## config.mk

```make
export PLATFORM = sky130hd
export DESIGN_NAME = acirq_top
export DESIGN_NICKNAME = d
export VERILOG_FILES = /design/src/include/acirq_pkg.sv /design/src/include/acirq_if.sv /design/src/verilog/acirq_sync.sv /design/src/verilog/acirq_edge.sv /design/src/verilog/acirq_top.sv
export VERILOG_INCLUDE_DIRS = /design/src /design/src/include
export SDC_FILE = /design/constraint.sdc
export NUM_CORES = 1
export LEC_CHECK = 0
export BUFFER_PORTS_ARGS = -buffer_cell sky130_fd_sc_hd__buf_4
export CAP_MARGIN = 20
export CORE_UTILIZATION = 45
export CTS_CLUSTER_DIAMETER = 40
export DETAILED_ROUTE_END_ITERATION = 16
export PLACE_DENSITY_LB_ADDON = 0.08
export SYNTH_ARGS = -nofsm -noshare
export SYNTH_HDL_FRONTEND = slang
export SYNTH_SLANG_ARGS = --single-unit
```

## constraint.sdc

```tcl
create_clock -name clk_in -period 1.85 [get_ports clk_in]
set_input_delay 0.2775 -clock clk_in [delete_from_list [all_inputs] [get_ports clk_in]]
set_output_delay 0.2775 -clock clk_in [all_outputs]
set_load 0.02 [all_outputs]
```

## src/include/acirq_map.svh

```systemverilog
// register map, field positions, reset values and codes of the comparator
`ifndef ACIRQ_MAP_SVH
`define ACIRQ_MAP_SVH

`define ACIRQ_CS_OFF 8'h00
`define ACIRQ_CHAN_OFF 8'h04
`define ACIRQ_EVT_OFF 8'h08
`define ACIRQ_MASK_OFF 8'h0c

`define ACIRQ_CS_DIS 7
`define ACIRQ_CS_BG 6
`define ACIRQ_CS_OUT 5
`define ACIRQ_CS_FLAG 4
`define ACIRQ_CS_IE 3
`define ACIRQ_CS_MUXEN 2

`define ACIRQ_CS_RST 8'h00
`define ACIRQ_CHAN_RST 5'h00
`define ACIRQ_EVT_RST 2'h0
`define ACIRQ_MASK_RST 2'h0

`define ACIRQ_MODE_TOGGLE 2'h0
`define ACIRQ_MODE_RSVD 2'h1
`define ACIRQ_MODE_FALL 2'h2
`define ACIRQ_MODE_RISE 2'h3

`define ACIRQ_CHAN_MAX 4'ha
`define ACIRQ_EVT_CMP 0
`define ACIRQ_EVT_UNDEF 1

`endif

```

## src/include/acirq_pkg.sv

```systemverilog
// types shared by the comparator control modules
`default_nettype none
package acirq_pkg;
  typedef struct packed {
    logic cmp_disable;
    logic bandgap_sel;
    logic irq_flag;
    logic irq_enable;
    logic mux_enable;
    logic [1:0] irq_mode;
    logic [4:0] chan_sel;
    logic [3:0] neg_chan;
    logic neg_use_chan;
    logic [1:0] evt_status;
    logic [1:0] evt_mask;
    logic pready;
    logic pslverr;
    logic [31:0] prdata;
  } acirq_state_type;

  typedef struct packed {
    logic stage1;
    logic stage2;
  } acirq_sync_type;

  typedef struct packed {
    logic prev;
  } acirq_edge_type;
endpackage
`default_nettype wire

```

## src/include/acirq_if.sv

```systemverilog
// link between the control core and its event detector
`default_nettype none
interface acirq_if;
  logic sample;
  logic [1:0] mode;
  logic event_pulse;

  modport core (output sample, output mode, input event_pulse);
  modport detect (input sample, input mode, output event_pulse);
endinterface
`default_nettype wire

```

## src/verilog/acirq_sync.sv

```systemverilog
// two flip-flop synchroniser for the analog comparator result
`default_nettype none
module acirq_sync (
  input wire logic clk_in,
  input wire logic rst_in,
  input wire logic async_in,
  output logic sync_out
);
  acirq_pkg::acirq_sync_type s_reg;
  acirq_pkg::acirq_sync_type s_next;

  always_comb begin
    s_next = s_reg;
    s_next.stage1 = async_in;
    s_next.stage2 = s_reg.stage1;
  end

  always_ff @(posedge clk_in) begin
    if (rst_in) begin
      s_reg <= '0;
    end else begin
      s_reg <= s_next;
    end
  end

  assign sync_out = s_reg.stage2;
endmodule
`default_nettype wire

```

## src/verilog/acirq_edge.sv

```systemverilog
// edge and toggle detector with interrupt mode decode
`default_nettype none
`include "acirq_map.svh"
module acirq_edge (
  input wire logic clk_in,
  input wire logic rst_in,
  acirq_if.detect link
);
  acirq_pkg::acirq_edge_type e_reg;
  acirq_pkg::acirq_edge_type e_next;
  logic rise;
  logic fall;

  always_comb begin
    e_next = e_reg;
    e_next.prev = link.sample;
  end

  always_ff @(posedge clk_in) begin
    if (rst_in) begin
      e_reg <= '0;
    end else begin
      e_reg <= e_next;
    end
  end

  assign rise = link.sample & ~e_reg.prev;
  assign fall = ~link.sample & e_reg.prev;

  always_comb begin
    unique case (link.mode)
      `ACIRQ_MODE_TOGGLE: link.event_pulse = rise | fall;
      `ACIRQ_MODE_RSVD: link.event_pulse = 1'b0;
      `ACIRQ_MODE_FALL: link.event_pulse = fall;
      `ACIRQ_MODE_RISE: link.event_pulse = rise;
    endcase
  end
endmodule
`default_nettype wire

```

## src/verilog/acirq_top.sv

```systemverilog
// analog comparator control, interrupt logic and apb register slave
`default_nettype none
`include "acirq_map.svh"
module acirq_top (
  input wire logic clk_in,
  input wire logic rst_in,
  input wire logic psel_in,
  input wire logic penable_in,
  input wire logic pwrite_in,
  input wire logic [7:0] paddr_in,
  input wire logic [31:0] pwdata_in,
  output logic [31:0] prdata_out,
  output logic pready_out,
  output logic pslverr_out,
  input wire logic cmp_result_in,
  input wire logic converter_enable_in,
  input wire logic global_irq_enable_in,
  input wire logic irq_vector_ack_in,
  output logic comparator_disable_out,
  output logic bandgap_positive_select_out,
  output logic neg_use_channel_out,
  output logic [3:0] neg_channel_out,
  output logic pin_change_suppress_out,
  output logic irq_request_out,
  output logic irq_out
);
  acirq_pkg::acirq_state_type s_reg;
  acirq_pkg::acirq_state_type s_next;

  acirq_if link ();

  logic cmp_sync;
  logic access;
  logic done;
  logic wr_done;
  logic rd_done;
  logic mapped;
  logic [7:0] cs_view;
  logic [31:0] rd_mux;
  logic flag_clear;
  localparam logic [7:0] cs_rst = `ACIRQ_CS_RST;

  acirq_sync u_sync (
    .clk_in(clk_in),
    .rst_in(rst_in),
    .async_in(cmp_result_in),
    .sync_out(cmp_sync)
  );

  acirq_edge u_edge (
    .clk_in(clk_in),
    .rst_in(rst_in),
    .link(link)
  );

  // a powered down comparator reads low; toggling the disable bit can
  // therefore look like an edge, which is why software masks the irq first
  assign link.sample = cmp_sync & ~s_reg.cmp_disable;
  assign link.mode = s_reg.irq_mode;

  assign access = psel_in & penable_in;
  // one wait state so that read data always comes from a flip-flop
  assign done = access & s_reg.pready;
  assign wr_done = done & pwrite_in;
  assign rd_done = done & ~pwrite_in;

  always_comb begin
    unique case (paddr_in)
      `ACIRQ_CS_OFF,
      `ACIRQ_CHAN_OFF,
      `ACIRQ_EVT_OFF,
      `ACIRQ_MASK_OFF: mapped = 1'b1;
      default: mapped = 1'b0;
    endcase
  end

  always_comb begin
    cs_view = 8'h00;
    cs_view[`ACIRQ_CS_DIS] = s_reg.cmp_disable;
    cs_view[`ACIRQ_CS_BG] = s_reg.bandgap_sel;
    cs_view[`ACIRQ_CS_OUT] = link.sample;
    cs_view[`ACIRQ_CS_FLAG] = s_reg.irq_flag;
    cs_view[`ACIRQ_CS_IE] = s_reg.irq_enable;
    cs_view[`ACIRQ_CS_MUXEN] = s_reg.mux_enable;
    cs_view[1:0] = s_reg.irq_mode;
  end

  always_comb begin
    unique case (paddr_in)
      `ACIRQ_CS_OFF: rd_mux = {24'h000000, cs_view};
      `ACIRQ_CHAN_OFF: rd_mux = {27'h0000000, s_reg.chan_sel};
      `ACIRQ_EVT_OFF: rd_mux = {30'h00000000, s_reg.evt_status};
      `ACIRQ_MASK_OFF: rd_mux = {30'h00000000, s_reg.evt_mask};
      default: rd_mux = 32'h00000000;
    endcase
  end

  // writing zero to the flag bit leaves it alone
  assign flag_clear = irq_vector_ack_in
    | (wr_done && paddr_in == `ACIRQ_CS_OFF
       && pwdata_in[`ACIRQ_CS_FLAG]);

  always_comb begin
    s_next = s_reg;
    s_next.pready = access & ~s_reg.pready;
    if (access && !s_reg.pready) begin
      s_next.prdata = rd_mux;
      s_next.pslverr = ~mapped;
    end else if (!access) begin
      s_next.pslverr = 1'b0;
    end

    if (wr_done) begin
      unique case (paddr_in)
        `ACIRQ_CS_OFF: begin
          s_next.cmp_disable = pwdata_in[`ACIRQ_CS_DIS];
          s_next.bandgap_sel = pwdata_in[`ACIRQ_CS_BG];
          s_next.irq_enable = pwdata_in[`ACIRQ_CS_IE];
          s_next.mux_enable = pwdata_in[`ACIRQ_CS_MUXEN];
          s_next.irq_mode = pwdata_in[1:0];
        end
        `ACIRQ_CHAN_OFF: begin
          s_next.chan_sel = pwdata_in[4:0];
        end
        `ACIRQ_MASK_OFF: begin
          s_next.evt_mask = pwdata_in[1:0];
        end
        default: begin
        end
      endcase
    end

    // set wins over clear so an event on the clearing edge survives
    if (flag_clear) begin
      s_next.irq_flag = 1'b0;
    end
    if (link.event_pulse) begin
      s_next.irq_flag = 1'b1;
    end

    // a read clears only the bits it returned, so late events stay
    if (rd_done && paddr_in == `ACIRQ_EVT_OFF) begin
      s_next.evt_status = s_reg.evt_status & ~s_reg.prdata[1:0];
    end
    if (link.event_pulse) begin
      s_next.evt_status[`ACIRQ_EVT_CMP] = 1'b1;
    end
    if (wr_done && paddr_in == `ACIRQ_CHAN_OFF
        && pwdata_in[3:0] > `ACIRQ_CHAN_MAX) begin
      s_next.evt_status[`ACIRQ_EVT_UNDEF] = 1'b1;
    end

    // the select register takes one clock, the mux copy one more
    s_next.neg_chan = s_reg.chan_sel[3:0];
    s_next.neg_use_chan = s_reg.mux_enable
      & ~converter_enable_in;
  end

  always_ff @(posedge clk_in) begin
    if (rst_in) begin
      s_reg <= '0;
      s_reg.cmp_disable <= cs_rst[`ACIRQ_CS_DIS];
      s_reg.bandgap_sel <= cs_rst[`ACIRQ_CS_BG];
      s_reg.irq_flag <= cs_rst[`ACIRQ_CS_FLAG];
      s_reg.irq_enable <= cs_rst[`ACIRQ_CS_IE];
      s_reg.mux_enable <= cs_rst[`ACIRQ_CS_MUXEN];
      s_reg.irq_mode <= cs_rst[1:0];
      s_reg.chan_sel <= `ACIRQ_CHAN_RST;
      s_reg.evt_status <= `ACIRQ_EVT_RST;
      s_reg.evt_mask <= `ACIRQ_MASK_RST;
    end else begin
      s_reg <= s_next;
    end
  end

  assign prdata_out = s_reg.prdata;
  assign pready_out = s_reg.pready;
  assign pslverr_out = s_reg.pslverr & s_reg.pready;
  assign comparator_disable_out = s_reg.cmp_disable;
  assign bandgap_positive_select_out = s_reg.bandgap_sel;
  // codes above ten pass through; the analog mux decides what they mean
  assign neg_channel_out = s_reg.neg_chan;
  assign neg_use_channel_out = s_reg.neg_use_chan;
  assign pin_change_suppress_out = ~s_reg.cmp_disable;
  assign irq_request_out = s_reg.irq_flag & s_reg.irq_enable
    & global_irq_enable_in;
  assign irq_out = |(s_reg.evt_status & s_reg.evt_mask);
endmodule
`default_nettype wire

```

==> results.yml <==
cts:
  cts_resized: 0
  cts_tree: "built"
  ctsHoldBuffers: 0
  postCtsSetupRepairBufs: 0
  clk_pin_slew_ns: 0.07
  numCtsBuffers: 5
  cts_max_level: 2
  clockBufferDepth: 2
  cts-root-buf: "clkbuf_8"
  cts.sinks: 34
  clock_latency_ns: 0.28
outcome:
  status: "complete, no violations"
synthesis:
  netlist_top_cells_area: "dfxtp_1 38%, buf_4 15%, mux2i_1 9.0%, nand2b_1 7.7%, a22o_1 3.0%"
  synth_seq_cells: 34
  ys_types: 37
  avgSynthCellArea_um2: 9.88
  synth_edf_count: 0
  synth_top_area_share: 0.383
  synth_top_area_cell: "dfxtp_1"
  ys_dominant_reg_cell: "dfxtp_1"
  syn-cell-area_mm2: 0.00178
  ys_seq_area_frac: 0.383
  synth_warnings: 0
  syn_inst: 180
  ys_async_sr_fraction: 0
die:
  die_area_mm2: 0.00421
  ios: 93
  start_util: 0.478
  die_h_um: 64.9
  chipWidth_um: 64.9
  core-area_mm2: 0.00372
  fp-row-count: 22
global_route:
  grt_pass1_wl_um: 5530
  grtUsageTotal: 0.173
  grt_max_degree: 34
  grt_antenna_before_repair: 0
  grt_pass1_vias: 1163
  overflow: 0
layout:
  largest_reg_flops: 8
  syn_to_final_growth_pct: 15.0
  num_antenna_cells: 0
  nets: 262
  fillers: 351
  drive_above_1_share: 0.283
worst_setup_path:
  crit_required_ns: 2.01
  cp-start-kind: "flip-flop"
  crit_end: "cs_view[4]"
  crit_path_start: "comparator_disable_out"
  path_max_fanout: 4
  reg2regPathDepth: 7
  rrSetupSlack_ns: 0.34
  crit_type: "reg -> reg"
  rr_endpoint: "cs_view[4]"
  worstPathArrival_ns: 1.68
  critPathCaptureType: "flip-flop"
  r2r_start: "comparator_disable_out"
worst_hold_path:
  min_path_type: "in -> reg"
  min_path_cells: 2
sta:
  tns_ns: 0
  setup_viol: 0
  rsz0062_at_grt: "no"
  max_freq_mhz: 661
  fin_crit_ns: 1.51
  holdWs_ns: 0.150
  skew_ns: 0.00712
  slew_violations: 0
  period_share: 0.817
  finalHoldViolCount: 0
run:
  cap_viol_max_count: 0
pwr:
  switchingPower_w: 0.000367
  powerDensity_mw_per_mm2: 717
  intPower_w: 0.00110
  power.share.switching: 0.250
  p_clk_frac: 0.385
  ir_drop_mv: 0.357
  p_comb_frac: 0.108
  leakage_nw: 0.960
  pwr-share-seq: 0.507
place:
  hpwl_um: 2480
  port_buffers: 43
  globalplace.congestion: 0.731
route:
  wirelength_um: 3360
  vias: 1259
  dr.pass1.iters: 4
  drcViolationCount: 0
  viasPerCell: 4.84
  ant_nets: 0
  avgRoutedWirePerCell_um: 12.9
  drt-initial-drc-count: 50
==> routing by layer <==
metal / GRT usage / up-vias / wire length (µm)
li1: - / 623 / -
met4: 0.0639 / 0 / 34
met5: 0 / - / 0
met3: 0.0423 / 4 / 144
met2: 0.266 / 39 / 1550
met1: 0.232 / 593 / 1630
==> cells in the final DEF (no fill, tap or decap), drive strengths merged <==
master    n
nor3b     1
o21ba     1
dfxtp    34
and4      1
a32o      3
nor2b     2
o2bb2ai   1
nor4bb    2
and3      1
clkbuf    7
or3       1
o22ai     2
a2111oi   1
mux4      2
a22o      6
nand4b    3
buf      45
mux2i    16
nand3     1
nand4bb   1
a21oi     2
nand2b   22
nor4      5
or4       1
nand4     1
nor2      7
conb     24
nand2     3
mux2      1
inv       8
clkinv    1
ha        2
and2      1
nor3      3
==> power by group through the flow <==
stage          Combinational [W]  Clock [W]  Sequential, W
6_report                0.000158   0.000565       0.000744
5_1_grt                 0.000172   0.000610       0.000744
4_1_cts                 0.000157   0.000573       0.000744
3_5_place_dp            0.000157          0       0.000760
3_3_place_gp            0.000154          0       0.000760
2_1_floorplan           0.000139          0       0.000761
==> area by class of cell <==
| cell class | count | area [µm²] | area share |
|---|---|---|---|
| flip-flops and latches | 34 | 681 | 0.333 |
| multi-input cells | 117 | 845 | 0.413 |
| repair buffers | 45 | 338 | 0.165 |
| clock buffers | 7 | 86.3 | 0.0422 |
| inverters | 8 | 30.0 | 0.0147 |
| clock inverters | 1 | 5.00 | 0.00245 |
| well taps | 48 | 60.1 | 0.0294 |
==> metrics by stage <==
step,util,cell area (µm²),setup WS [ns],instances,power (W)
finish,0.550,2040,0.338,260,0.00147
global route,0.550,2040,0.190,260,0.00153
CTS,0.550,2040,0.316,260,0.00147
detailed placement,0.526,1950,0.116,252,0.000917
global placement,0.526,1950,0.143,252,0.000914
floorplan,-,1860,0.230,203,0.000899
==> cell usage after synthesis, drive strengths merged (2+ instances only) <==
library cell	number
nand4b	3
nor4	5
nor2	7
nor4bb	2
a21oi	2
nor3	3
inv	8
nand2b	22
a22o	6
ha	2
buf	38
mux4	2
o22ai	2
nor2b	2
a32o	3
dfxtp	34
mux2i	16
clkbuf	6
nand2	3
==> logic make-up after synthesis <==
logic type / Yosys count / synth area share
and+or+nand+nor: 56 / 0.214
buffers and inverters: 52 / 0.191
DFF: 34 / 0.383
muxes: 19 / 0.122
AOI/OAI and AO/OA: 16 / 0.0746
adders and majority gates: 2 / 0.0141
other: 1 / 0.00211
==> worst max-delay path: stages (launching register included) <==
cell and delay (ns):
dfxtp_1 0.38, inv_1 0.07, nand2_1 0.10, inv_1 0.07, ha_1 0.19, mux2_2 0.25, a21oi_1 0.22, o22ai_1 0.11
==> how the worst min path moves through the flow <==
stage | start | end | slack (ns)
after floorplan | converter_enable_in | neg_use_channel_out | 0.35
after global placement | u_sync.s_next[0] | u_sync.sync_out | 0.42
after detailed placement | u_sync.s_next[0] | u_sync.sync_out | 0.43
after CTS | converter_enable_in | neg_use_channel_out | 0.15
after global routing | converter_enable_in | neg_use_channel_out | 0.15
final | converter_enable_in | neg_use_channel_out | 0.15
Note: power is estimated with default switching activity, not from simulation.
